`src/rtl/bds_pkg.sv`:
```
// Purpose: Shared constants and types for the boot diagnostic sequencer
// Assumes: 200 MHz system clock
// Notes:   Times are kept in their own units; cycle counts derive from them

package bds_pkg;

  // ==========================================================
  // Clock and timing
  localparam int unsigned CLK_HZ = 200_000_000;
  localparam int unsigned CYC_PER_MS = CLK_HZ / 1000;
  localparam int unsigned CYC_PER_US = CLK_HZ / 1_000_000;
  localparam int unsigned SETUP_DIAG_MS = 600;
  localparam int unsigned STATUS_SIGNAL_MS = 1600;
  localparam int unsigned SIG_PHASE_MS = 200;
  localparam int unsigned SIG_TAIL_MS = 1000;
  localparam int unsigned DRV_SETTLE_US = 100;
  localparam int unsigned WDT_MS = 100;
  localparam int unsigned SETUP_DIAG_CYC = SETUP_DIAG_MS * CYC_PER_MS;
  localparam int unsigned SIG_PHASE_CYC = SIG_PHASE_MS * CYC_PER_MS;
  localparam int unsigned SIG_TAIL_CYC = SIG_TAIL_MS * CYC_PER_MS;
  localparam int unsigned DRV_SETTLE_CYC = DRV_SETTLE_US * CYC_PER_US;
  localparam int unsigned WDT_CYC = WDT_MS * CYC_PER_MS;
  localparam int unsigned TMR_W = 28;

  // ==========================================================
  // Nonvolatile map
  localparam logic [7:0] NV_ADDR_FACTORY_FIRST = 8'h00;
  localparam logic [7:0] NV_ADDR_FACTORY_LAST = 8'h05;
  localparam logic [7:0] NV_ADDR_GAIN = 8'h06;
  localparam logic [7:0] NV_ADDR_CODE_LAST = 8'h0b;
  localparam logic [7:0] NV_ADDR_CRC = 8'h0c;
  localparam logic [7:0] NV_ADDR_LOGIC_FAIL = 8'hfd;
  localparam logic [7:0] NV_ADDR_OUT_FAIL = 8'hfe;
  localparam logic [7:0] NV_ADDR_SENS_FAIL = 8'hff;
  localparam logic [7:0] FAIL_MARK = 8'ha5;

  // ==========================================================
  // Checksum
  localparam logic [7:0] CRC_POLY = 8'h07;
  localparam logic [7:0] CRC_INIT = 8'h00;

  // ==========================================================
  // Test shapes and thresholds
  localparam int unsigned FB_W = 10;
  localparam int unsigned AVG_LOG2 = 4;
  localparam int unsigned FB_FS_MV = 30000;
  localparam int unsigned FB_OFF_MV = 1500;
  localparam int unsigned FB_ON_MV = 7500;
  localparam int unsigned FB_OFF_CODE = FB_OFF_MV * ((1 << FB_W) - 1) / FB_FS_MV;
  localparam int unsigned FB_ON_CODE = FB_ON_MV * ((1 << FB_W) - 1) / FB_FS_MV;
  localparam int unsigned DRV_STEPS = 3;
  localparam int unsigned SIG_PHASES = 4;
  localparam int unsigned SENS_STEPS = 3;
  localparam int unsigned FAIL_LOGIC = 0;
  localparam int unsigned FAIL_OUT = 1;
  localparam int unsigned FAIL_SENS = 2;

  typedef enum logic [3:0] {
    ST_RESTART, ST_RD, ST_DRV_SET, ST_DRV_SETTLE, ST_DRV_AVG, ST_SENS_SET,
    ST_SENS_WAIT, ST_CHECK, ST_SETUP_WAIT, ST_SIG, ST_OPER, ST_FAIL_WR, ST_HALT
  } bds_state_e;

  // One byte through the CRC-8, MSB first
  function automatic logic [7:0] bds_crc8(input logic [7:0] crc, input logic [7:0] data);
    logic [7:0] c;
    c = crc ^ data;
    for (int i = 0; i < 8; i++) begin
      c = c[7] ? ((c << 1) ^ CRC_POLY) : (c << 1);
    end
    return c;
  endfunction : bds_crc8

endpackage : bds_pkg

```
`src/rtl/bds_avg.sv`:
```
// Purpose: Averages a burst of feedback samples
// Assumes: One sample per asserted smp_valid
// Notes:   Mean is the sum shifted right, no rounding

`timescale 1ns/1ps
`default_nettype none

module bds_avg
  import bds_pkg::*;
#(
  parameter int unsigned W = FB_W,
  parameter int unsigned LOG2 = AVG_LOG2
) (
  // Clock and reset
  input wire logic clk,
  input wire logic rst_n,
  // Control
  input wire logic start,
  output logic done,
  // Samples
  input wire logic smp_valid,
  input wire logic [W-1:0] smp,
  output logic [W-1:0] mean
);

  logic busy_q;
  logic [LOG2-1:0] cnt_q;
  logic [W+LOG2-1:0] acc_q;

  // ==========================================================
  // Accumulate and divide
  always_ff @(posedge clk or negedge rst_n) begin
    if (!rst_n) begin
      busy_q <= 1'b0;
      cnt_q <= '0;
      acc_q <= '0;
      done <= 1'b0;
      mean <= '0;
    end else begin
      done <= 1'b0;
      if (start) begin
        busy_q <= 1'b1;
        cnt_q <= '0;
        acc_q <= '0;
      end else if (busy_q && smp_valid) begin
        cnt_q <= cnt_q + 1'b1;
        acc_q <= acc_q + (W + LOG2)'(smp);
        if (&cnt_q) begin
          busy_q <= 1'b0;
          done <= 1'b1;
          mean <= W'((acc_q + (W + LOG2)'(smp)) >> LOG2);
        end
      end
    end
  end

endmodule : bds_avg

`default_nettype wire

```
`src/rtl/bds_top.sv`:
```
// Purpose: Power-up self-test and status signalling of the switched output
// Assumes: Nonvolatile memory answers with a one-cycle ack per request
// Notes:   Long counts are parameters so that simulation can shorten them
//
// What this block does
// - Each boot enters diagnosis; output only signals status for 2.2 s.
// - First 600 ms run setup and checks; output toggles there mean nothing.
// - Pass pattern is ON, OFF, ON of 200 ms each, then 1 s OFF.
// - Pattern finished without failure switches into operational mode.
// - Any failure holds output OFF and never enters operational mode.
// - On failure halt and write FAIL_MARK at 0xFD, 0xFE, 0xFF for the failed tests only.
// - Map: factory 0x00-0x05, gain 0x06, constant 0x07-0x0B, checksum 0x0C.
// - Checksum is CRC-8, CCITT polynomial, over gain then five constant bytes.
// - Boot recomputes CRC, compares stored value; mismatch is logic failure.
// - Watchdog in operation restarts the whole diagnostic sequence on a stall.
// - Output test commands driver OFF, ON, OFF over its control line.
// - Each step averages 16 feedback samples; OFF below 1.5 V, ON above 7.5 V.
// - Output stage passes only if every step matched; else output failure.
// - Gain sweep of the optical front end; unexpected response is sensor failure.
// - Setup and diagnostic interval lies in 590 to 610 ms, 600 nominal.

`timescale 1ns/1ps
`default_nettype none

module bds_top
  import bds_pkg::*;
#(
  parameter int unsigned SETUP_CYC = SETUP_DIAG_CYC,
  parameter int unsigned PHASE_CYC = SIG_PHASE_CYC,
  parameter int unsigned TAIL_CYC = SIG_TAIL_CYC,
  parameter int unsigned SETTLE_CYC = DRV_SETTLE_CYC,
  parameter int unsigned WATCHDOG_CYC = WDT_CYC
) (
  // Clock and reset
  input wire logic sys_clk,
  input wire logic resetn,
  // Nonvolatile memory
  output logic nv_req,
  output logic nv_we,
  output logic [7:0] nv_addr,
  output logic [7:0] nv_wdata,
  input wire logic nv_ack,
  input wire logic [7:0] nv_rdata,
  // Output driver and its feedback
  output logic out_on,
  input wire logic fb_valid,
  input wire logic [FB_W-1:0] fb_sample,
  // Optical front end
  output logic sens_req,
  output logic [7:0] sens_gain,
  input wire logic sens_valid,
  input wire logic [7:0] sens_level,
  input wire logic det_mark,
  // Supervision and status
  input wire logic wdt_kick,
  output logic op_mode,
  output logic halted,
  output logic [2:0] fail_flags
);

  logic [1:0] rst_sync_q;
  logic rst_n;
  bds_state_e state_q;
  logic [1:0] step_q;
  logic [7:0] addr_q;
  logic [7:0] crc_q;
  logic [7:0] gain_q;
  logic [7:0] prev_q;
  logic [2:0] fail_q;
  logic out_on_q;
  logic op_mode_q;
  logic [7:0] sens_gain_q;
  logic [TMR_W-1:0] boot_cnt_q;
  logic [TMR_W-1:0] tmr_q;
  logic [TMR_W-1:0] tmr_lim;
  logic [TMR_W-1:0] wdt_q;
  logic setup_done;
  logic tmr_run;
  logic tmr_hit;
  logic wdt_expire;
  logic diag_busy;
  logic avg_start;
  logic avg_done;
  logic [FB_W-1:0] avg_mean;
  logic drv_ok;

  // ==========================================================
  // Reset release
  always_ff @(posedge sys_clk or negedge resetn) begin
    if (!resetn) begin
      rst_sync_q <= 2'b00;
    end else begin
      rst_sync_q <= {rst_sync_q[0], 1'b1};
    end
  end
  assign rst_n = rst_sync_q[1];

  // ==========================================================
  // Setup and diagnostic interval
  // 600 ms nominal count
  assign setup_done = (boot_cnt_q == TMR_W'(SETUP_CYC - 1));
  always_ff @(posedge sys_clk or negedge rst_n) begin
    if (!rst_n) begin
      boot_cnt_q <= '0;
    end else if (state_q == ST_RESTART) begin
      boot_cnt_q <= '0;
    end else if (!setup_done) begin
      boot_cnt_q <= boot_cnt_q + 1'b1;
    end
  end

  // ==========================================================
  // Phase timer
  // per-phase terminal counts
  always_comb begin
    if (state_q == ST_DRV_SETTLE) begin
      tmr_lim = TMR_W'(SETTLE_CYC - 1);
    end else if (step_q == 2'(SIG_PHASES - 1)) begin
      tmr_lim = TMR_W'(TAIL_CYC - 1);
    end else begin
      tmr_lim = TMR_W'(PHASE_CYC - 1);
    end
  end
  assign tmr_run = (state_q == ST_DRV_SETTLE) || (state_q == ST_SIG);
  assign tmr_hit = tmr_run && (tmr_q == tmr_lim);
  always_ff @(posedge sys_clk or negedge rst_n) begin
    if (!rst_n) begin
      tmr_q <= '0;
    end else if (!tmr_run || tmr_hit) begin
      tmr_q <= '0;
    end else begin
      tmr_q <= tmr_q + 1'b1;
    end
  end

  // ==========================================================
  // Watchdog
  // stall in operation restarts
  assign wdt_expire = (state_q == ST_OPER) && (wdt_q == TMR_W'(WATCHDOG_CYC - 1));
  always_ff @(posedge sys_clk or negedge rst_n) begin
    if (!rst_n) begin
      wdt_q <= '0;
    end else if (state_q != ST_OPER || wdt_kick || wdt_expire) begin
      wdt_q <= '0;
    end else begin
      wdt_q <= wdt_q + 1'b1;
    end
  end

  // ==========================================================
  // Feedback averaging
  assign avg_start = (state_q == ST_DRV_SETTLE) && tmr_hit;
  bds_avg #(
    .W(FB_W),
    .LOG2(AVG_LOG2)
  ) u_avg (
    .clk(sys_clk),
    .rst_n(rst_n),
    .start(avg_start),
    .done(avg_done),
    .smp_valid(fb_valid),
    .smp(fb_sample),
    .mean(avg_mean)
  );
  assign drv_ok = (step_q == 2'd1) ? (avg_mean > FB_W'(FB_ON_CODE))
                                   : (avg_mean < FB_W'(FB_OFF_CODE));

  // ==========================================================
  // Sequencer
  assign diag_busy = (state_q == ST_RD) || (state_q == ST_DRV_SET) ||
                     (state_q == ST_DRV_SETTLE) || (state_q == ST_DRV_AVG) ||
                     (state_q == ST_SENS_SET) || (state_q == ST_SENS_WAIT);

  always_ff @(posedge sys_clk or negedge rst_n) begin
    if (!rst_n) begin
      state_q <= ST_RESTART;
      step_q <= '0;
      addr_q <= NV_ADDR_GAIN;
      crc_q <= CRC_INIT;
      gain_q <= '0;
      prev_q <= '0;
      fail_q <= '0;
      out_on_q <= 1'b0;
      op_mode_q <= 1'b0;
      sens_gain_q <= '0;
    end else if (diag_busy && setup_done) begin
      // Checks overran the interval: treat as logic failure
      fail_q[FAIL_LOGIC] <= 1'b1;
      out_on_q <= 1'b0;
      step_q <= '0;
      state_q <= ST_FAIL_WR;
    end else begin
      unique case (state_q)
        ST_RESTART: begin
          fail_q <= '0;
          crc_q <= CRC_INIT;
          addr_q <= NV_ADDR_GAIN;
          out_on_q <= 1'b0;
          op_mode_q <= 1'b0;
          state_q <= ST_RD;
        end
        ST_RD: begin
          if (nv_ack) begin
            if (addr_q == NV_ADDR_CRC) begin
              if (nv_rdata != crc_q) begin
                fail_q[FAIL_LOGIC] <= 1'b1;
              end
              step_q <= '0;
              state_q <= ST_DRV_SET;
            end else begin
              crc_q <= bds_crc8(crc_q, nv_rdata);
              if (addr_q == NV_ADDR_GAIN) begin
                gain_q <= nv_rdata;
              end
              addr_q <= addr_q + 8'h01;
            end
          end
        end
        ST_DRV_SET: begin
          out_on_q <= (step_q == 2'd1);
          state_q <= ST_DRV_SETTLE;
        end
        ST_DRV_SETTLE: begin
          if (tmr_hit) begin
            state_q <= ST_DRV_AVG;
          end
        end
        ST_DRV_AVG: begin
          if (avg_done) begin
            if (!drv_ok) begin
              fail_q[FAIL_OUT] <= 1'b1;
            end
            if (step_q == 2'(DRV_STEPS - 1)) begin
              step_q <= '0;
              prev_q <= '0;
              state_q <= ST_SENS_SET;
            end else begin
              step_q <= step_q + 1'b1;
              state_q <= ST_DRV_SET;
            end
          end
        end
        ST_SENS_SET: begin
          sens_gain_q <= gain_q >> (2'(SENS_STEPS - 1) - step_q);
          state_q <= ST_SENS_WAIT;
        end
        ST_SENS_WAIT: begin
          if (sens_valid) begin
            if (sens_level <= prev_q) begin
              fail_q[FAIL_SENS] <= 1'b1;
            end
            prev_q <= sens_level;
            if (step_q == 2'(SENS_STEPS - 1)) begin
              state_q <= ST_CHECK;
            end else begin
              step_q <= step_q + 1'b1;
              state_q <= ST_SENS_SET;
            end
          end
        end
        ST_CHECK: begin
          out_on_q <= 1'b0;
          step_q <= '0;
          state_q <= (fail_q != 3'b000) ? ST_FAIL_WR : ST_SETUP_WAIT;
        end
        ST_SETUP_WAIT: begin
          if (setup_done) begin
            out_on_q <= 1'b1;
            step_q <= '0;
            state_q <= ST_SIG;
          end
        end
        ST_SIG: begin
          if (tmr_hit) begin
            if (step_q == 2'(SIG_PHASES - 1)) begin
              op_mode_q <= 1'b1;
              out_on_q <= det_mark;
              state_q <= ST_OPER;
            end else begin
              out_on_q <= step_q[0];
              step_q <= step_q + 1'b1;
            end
          end
        end
        ST_OPER: begin
          out_on_q <= det_mark;
          if (wdt_expire) begin
            state_q <= ST_RESTART;
          end
        end
        ST_FAIL_WR: begin
          out_on_q <= 1'b0;
          if (!fail_q[step_q] || nv_ack) begin
            if (step_q == 2'd2) begin
              state_q <= ST_HALT;
            end else begin
              step_q <= step_q + 1'b1;
            end
          end
        end
        ST_HALT: begin
          out_on_q <= 1'b0;
        end
        default: begin
          state_q <= ST_RESTART;
        end
      endcase
    end
  end

  // ==========================================================
  // Outputs
  assign nv_req = (state_q == ST_RD) || ((state_q == ST_FAIL_WR) && fail_q[step_q]);
  assign nv_we = (state_q == ST_FAIL_WR);
  assign nv_addr = (state_q == ST_FAIL_WR) ? (NV_ADDR_LOGIC_FAIL + {6'h00, step_q}) : addr_q;
  assign nv_wdata = FAIL_MARK;
  assign sens_req = (state_q == ST_SENS_WAIT);
  assign sens_gain = sens_gain_q;
  assign out_on = out_on_q;
  assign op_mode = op_mode_q;
  assign halted = (state_q == ST_HALT);
  assign fail_flags = fail_q;

endmodule : bds_top

`default_nettype wire

```
`config.mk`:
```
export PLATFORM = sky130hd
export DESIGN_NAME = bds_top
export DESIGN_NICKNAME = d
export VERILOG_FILES = /design/src/rtl/bds_pkg.sv /design/src/rtl/bds_avg.sv /design/src/rtl/bds_top.sv
export SDC_FILE = /design/constraint.sdc
export NUM_CORES = 1
export LEC_CHECK = 0
export BUFFER_PORTS_ARGS = -buffer_cell sky130_fd_sc_hd__buf_4
export CAP_MARGIN = 20
export CORE_MARGIN = 10
export CORE_UTILIZATION = 40
export CTS_CLUSTER_SIZE = 24
export DETAILED_ROUTE_END_ITERATION = 8
export SLEW_MARGIN = 0
export SYNTH_ARGS = -nofsm -noshare
export SYNTH_HDL_FRONTEND = slang
export SYNTH_HIERARCHICAL = 1
export SYNTH_SLANG_ARGS = --single-unit
```
`constraint.sdc`:
```
create_clock -name sys_clk -period 7.2 [get_ports sys_clk]
set_clock_uncertainty 0.15 [all_clocks]
set_input_delay 0.36 -clock sys_clk [delete_from_list [all_inputs] [get_ports sys_clk]]
set_output_delay 0.36 -clock sys_clk [all_outputs]
set_load 0.01 [all_outputs]
```
* Word-level counts from Yosys, hierarchy flattened
Index checks and enable logic that the tools add are counted.
** Word-level totals
- Register bits after elaboration :: 167
- Bits in latches :: 0
- RAM bits :: 0
- ROM bits :: 0
- Bits of input ports :: 33
- Output and inout port bits :: 33
- Word-level logic and storage cells :: 224
- Memories kept :: 0
** Cells by class
- $add $sub $neg :: 9
- $mul :: 0
- Divide/modulo/power cells :: 0
- Magnitude comparators :: 4
- Eq/ne operators :: 46
- Shift operators :: 1
- Muxes and demuxes :: 85
- Bitwise gates (word level) :: 12
- Reduce and logical (&&, ||, !) cells :: 46
** Operators by type and width (number)
- 28-bit two-way mux :: 6
- 28-bit by 1-bit adder with 28-bit output, second input constant :: 3
- 8-bit two-way mux :: 8
- 4-bit two-way mux :: 14
- 4-bit one-hot mux with 13 select lines :: 1
- 8-bit one-hot mux with 2 select lines :: 3
- 28-bit by 25-bit equality test with 1-bit output, second input constant :: 1
- 28-bit by 27-bit equality test with 1-bit output, second input constant :: 1
- 28-bit equality test :: 1
- 14-bit two-way mux :: 2
- 3-bit two-way mux :: 9
- 2-bit two-way mux :: 13
- 3-bit inverter :: 8
- 4-bit AND reduction :: 6
- 1-bit two-way mux :: 22
- 4-bit equality test, second input constant :: 5
- 4-bit by 3-bit equality test with 1-bit output, second input constant :: 4
- 3-bit by 1-bit inequality test with 1-bit output, second input constant :: 5
- 3-bit inequality test, second input constant :: 5
- 14-bit by 10-bit adder with 14-bit output :: 1
- 2-bit by 1-bit inequality test with 1-bit output, second input constant :: 7
- 2-bit one-hot mux with 7 select lines :: 1
- 2-bit nonzero test :: 7
- 12-bit AND reduction :: 1
- other kinds (38) :: 69

* Depth between registers and ports, before layout
- Word-level depth :: 20
- Depth in mapped cells :: 12
- Gate-level depth less buffers :: 10

* Modules after synthesis
The synthesis kept the hierarchy.
** By module, submodules not included
- bds_top :: instances 1, cells an instance 839, area an instance 7906.3 µm², seq. area each 3430.8 µm²
- bds_avg :: instances 1, cells an instance 191, area an instance 1821.7 µm², seq. area each 750.7 µm²

* Worst setup path after synthesis
No wires, ideal clock.
- Path type :: reg-to-reg
- Start :: reg step_q[0]
- End :: reg u_avg.acc_q[5]
- Setup time :: 133 ps
- Data arrival time :: 2531 ps
- Data required time :: 6917 ps
- Path slack :: 4386 ps
- Stages on the path, launching flop included :: 11
- Buffers on the path :: 3
- Clock period less this slack :: 2814 ps
- Path through :: dfrtp_1 -> ha_1 -> clkbuf_1 -> nor2_1 -> nor4_1 -> o2111ai_4 -> nor2_1 -> clkbuf_1 -> clkbuf_1 -> nand3b_1 -> o31ai_1
** Between the ends
- Longest elaborated chain between the ends :: 7
- Elaborated cells on any way between the ends :: 8
- Those cells by class :: 2 x eq/ne; 3 x mux; 3 x reduce/logical
** RTL lines
- start, declared :: RTL line bds_top.sv:64 : logic [1:0] step_q;
- start signal, assigned :: RTL line bds_top.sv:238 : step_q <= step_q + 1'b1;
- start signal, assigned :: RTL line bds_top.sv:256 : step_q <= step_q + 1'b1;
- start signal, assigned :: RTL line bds_top.sv:281 : step_q <= step_q + 1'b1;
- 2-bit equality test * :: RTL line bds_top.sv:118 : end else if (step_q == 2'(SIG_PHASES - 1)) begin
- 28-bit two-way mux * :: RTL line bds_top.sv:118
- 28-bit two-way mux * :: RTL line bds_top.sv:116 : if (state_q == ST_DRV_SETTLE) begin
- 28-bit equality test * :: RTL line bds_top.sv:125 : assign tmr_hit = tmr_run && (tmr_q == tmr_lim);
- 1-bit logical AND * :: RTL line bds_top.sv:125
- 1-bit logical AND * :: RTL line bds_top.sv:152 : assign avg_start = (state_q == ST_DRV_SETTLE) && tmr_hit;
- net avg_start :: RTL line bds_top.sv:82 : logic avg_start;
- 14-bit two-way mux or 2-bit nonzero test (tied branches)
- end signal, assigned :: RTL line bds_avg.sv:47 : acc_q <= acc_q + (W + LOG2)'(smp);
- end, declared :: RTL line bds_avg.sv:28 : logic [W+LOG2-1:0] acc_q;
Mark *: on every way through the listed nets, which the timed path passes. The rest lies on a longest branch.
A chain may end at the register's enable or synchronous reset.

* Final worst setup path
- Start :: reg step_q[0]
- End :: reg u_avg.mean[4]
** Between the ends
- Longest elaborated chain between the ends :: 8
** RTL lines
- 2-bit equality test :: RTL line bds_top.sv:118
- 28-bit two-way mux :: RTL line bds_top.sv:118
- 28-bit two-way mux :: RTL line bds_top.sv:116
- 28-bit equality test :: RTL line bds_top.sv:125
- 1-bit logical AND :: RTL line bds_top.sv:125
- 1-bit logical AND :: RTL line bds_top.sv:152
- net avg_start :: RTL line bds_top.sv:82
- 1-bit inverter (no line)
- 6-bit AND reduction (no line)
- end signal, assigned :: RTL line bds_avg.sv:51 : mean <= W'((acc_q + (W + LOG2)'(smp)) >> LOG2);
- end, declared :: RTL line bds_avg.sv:23 : output logic [W-1:0] mean
The timed path passes the listed nets, and every way through them passes these cells.

==> impl_metrics.toml <==
[clocking]
cts_buffer_depth = 2
htree_levels = 4
postCtsSetupBuffers = 0
cts-resized-gates = 0
cts_sinks = 167
clk-insertion-delay-late_ns = 0.42
cts_tree = "yes"
cts_root_buf = "clkbuf_16"
clkSlewWorstSetupHoldPaths_ns = 0.07
cts_buffers = 17

[worst_setup_path]
cpLargestDelayFamily = "simple AND/OR/NAND/NOR gates"
worstSetupStartpointType = "register"
cp_common_cell = "nor4_1"
required_ns = 7.36
cp_slowest_stage_delay_ns = 0.75
crit_type = "reg -> reg"
crit_buf_inv = 1
crit_arrival_ns = 3.89
cp_slowest_cell = "dfrtp_1"
endpoint_kind = "register"
cp_max_fo = 31
crit_chain = "ha_1 -> nor2_1 -> nor4_1 -> o2111ai_4 -> nor2_2 -> buf_4 -> or3_1 -> nor4_1 -> a41oi_1 -> nand3_1"

[cells_and_area]
fin_area_mm2 = 0.0110
final_cell_mix = "164 x dfrtp_1, 141 x nor2_1, 114 x nand2_1"
antennaDiodeCount = 0
final_common_cell = "dfrtp_1"
drive_above_1_share_pct = 13.9
instances_no_fill = 1411
area_growth_pct = 13.0
final_util_pct = 45.6
final_nets = 1142

[synthesis]
synth_top_area_share_pct = 42.4
syn_area_mm2 = 0.00973
synth.area.top_cells = "dfrtp_1 42%, nor2_1 5.5%, xor2_1 5.2%"
synth-edff-count = 0
yosys_warnings = 6
synth_cell_type_count = 94
ys_dominant_reg_cell = "dfrtp_1"
ys_ff_latch = 167
syn_inst = 1030
synthArstFlopShare_pct = 100
synth_top_area_cell = "dfrtp_1"
yosysSeqAreaShare_pct = 43.0
avgSynthCellArea_um2 = 9.44

[sta]
setup_viol = 0
worstMarginPinSlew_ns = 0.951
hold_violations = 0
drv_slew = 0
max_freq_mhz = 268
setup_ws_ns = 3.47
fin_crit_sh_pct = 51.8
tns_ns = 0
fin_crit_ns = 3.73
rsz0062_at_grt = "no"
max_slew_margin_pct = 36.6

[place]
dp_cells = 1378
gp_congestion = 0.811
dpl.hpwl_um = 15200
port-buffer-count = 57
dp_slack_ns = 3.46
place_area_mm2 = 0.0104

[routing]
first_pass_iters = 4
postRouteAntennaNets = 0
routedWlPerCell_um = 14.9
drt_iter0_drc = 484
drcViolationCount = 0
vias_per_cell = 5.18
routed_wirelength_um = 21100
route.vias.total = 7314

[run_status]
outcome = "finished, final reports clean"

[power]
ir_worst_vdd_uv = 125
leakage_uw = 0.00464
powerDensity_mw_per_mm2 = 282

[global_routing]
antenna_found_initial = 0
track_usage_pct = 13.9
grt_max_degree = 63
grt_pass1_wl_um = 36000
grt_pass1_vias = 7199
grt_overflow = 0

[worst_hold_path]
hp-class = "in -> reg"

[floorplanning]
ios = 66
die_area_mm2 = 0.0310
start_util_pct = 40.4
rows = 57
core_mm2 = 0.0241
die_width_um = 176
dieHeight_um = 176

[job]
drv_cap = 0
layer usage:
layer | GRT usage (%) | vias up | share of wire [%] | wire, um
met3 | 2.50 | 22 | 2.8 | 591
met4 | 4.17 | 0 | 1.6 | 335
met5 | 0 | - | 0 | 0
met2 | 22.9 | 103 | 48 | 10200
met1 | 18.2 | 3525 | 47 | 9930
li1 | - | 3664 | - | -
sequential cells by signal, summed over array words and instances (netlist names), 2 cells and up:
name / flops
rst_sync_q: 2
step_q: 2
crc_q: 8
tmr_q: 28
u_avg/acc_q: 14
state_q: 4
boot_cnt_q: 28
addr_q: 8
u_avg/mean: 10
gain_q: 8
sens_gain: 8
prev_q: 8
u_avg/cnt_q: 4
fail_flags: 3
wdt_q: 28
worst paths after layout:
| path | cells past startpoint | end | startpoint | slack (ns) |
|---|---|---|---|---|
| min in group asynchronous | 2 | rst_sync_q[0] | resetn | 0.10 |
| max reg2reg | 10 | u_avg/mean[4] | step_q[0] | 3.47 |
| max in group asynchronous | 1 | tmr_q[26] | rst_sync_q[1] | 5.41 |
| min | 2 | gain_q[5] | nv_rdata[5] | 0.03 |
| max | 10 | u_avg/mean[4] | step_q[0] | 3.47 |
| min reg2reg | 0 | rst_sync_q[1] | rst_sync_q[0] | 0.21 |
where the power goes:
part	total (uW)	switching [uW]	internal (uW)
combinational	1010	554	453
clock	870	405	464
sequential	1220	165	1050
worst register-to-register path, cell delays in order, from the launching register on:
cell       delay, ns
dfrtp_1         0.75
ha_1            0.48
nor2_1          0.12
nor4_1          0.44
o2111ai_4       0.22
nor2_2          0.17
buf_4           0.31
or3_1           0.57
nor4_1          0.12
a41oi_1         0.19
nand3_1         0.08
through the flow:
step / hold slack, ns / power (uW)
final: 0.0273 / 3100
after global routing: 0.0254 / 3310
after CTS: 0.0145 / 3140
after detailed placement: -0.00634 / 2250
after global placement: -0.00697 / 2240
after floorplan: -0.0856 / 1980
cell usage after synthesis (all sizes together), types with 21 or more instances:
| master | instances |
|---|---|
| xnor2 | 55 |
| nand3 | 43 |
| nand2 | 114 |
| nor2 | 142 |
| and3 | 22 |
| ha | 34 |
| a21oi | 37 |
| clkbuf | 23 |
| dfrtp | 165 |
| inv | 28 |
| nor3 | 25 |
| mux2 | 24 |
| o21ai | 32 |
| xor2 | 58 |
| buf | 22 |
| nand4 | 21 |
repair_timing:
action	4_1_cts	5_1_grt
setup endpoints to repair	0	0
endpoints found under the hold margin	2	0
hold buffers	1	0
logic make-up after synthesis:
| family | count (synthesis) | share of synthesized area, % |
|---|---|---|
| adder cells (fa/ha/maj) | 35 | 4.58 |
| multiplexers | 39 | 4.45 |
| other | 2 | 0.0772 |
| XOR/XNOR | 113 | 10.2 |
| AO/OA/AOI/OAI | 153 | 11.3 |
| buffers and inverters | 74 | 3.31 |
| flip-flops | 167 | 43.0 |
| AND/OR/NAND/NOR | 447 | 23.1 |
cell type report:
cell class | count | area [um^2]
tap | 324 | 405
inverter | 29 | 109
clock inverter | 12 | 113
timing repair buffer | 63 | 475
multi-input combinational | 796 | 5260
fill | 2370 | 13100
sequential | 167 | 4190
clock buffer | 20 | 447
(Power assumes the default switching activity.)
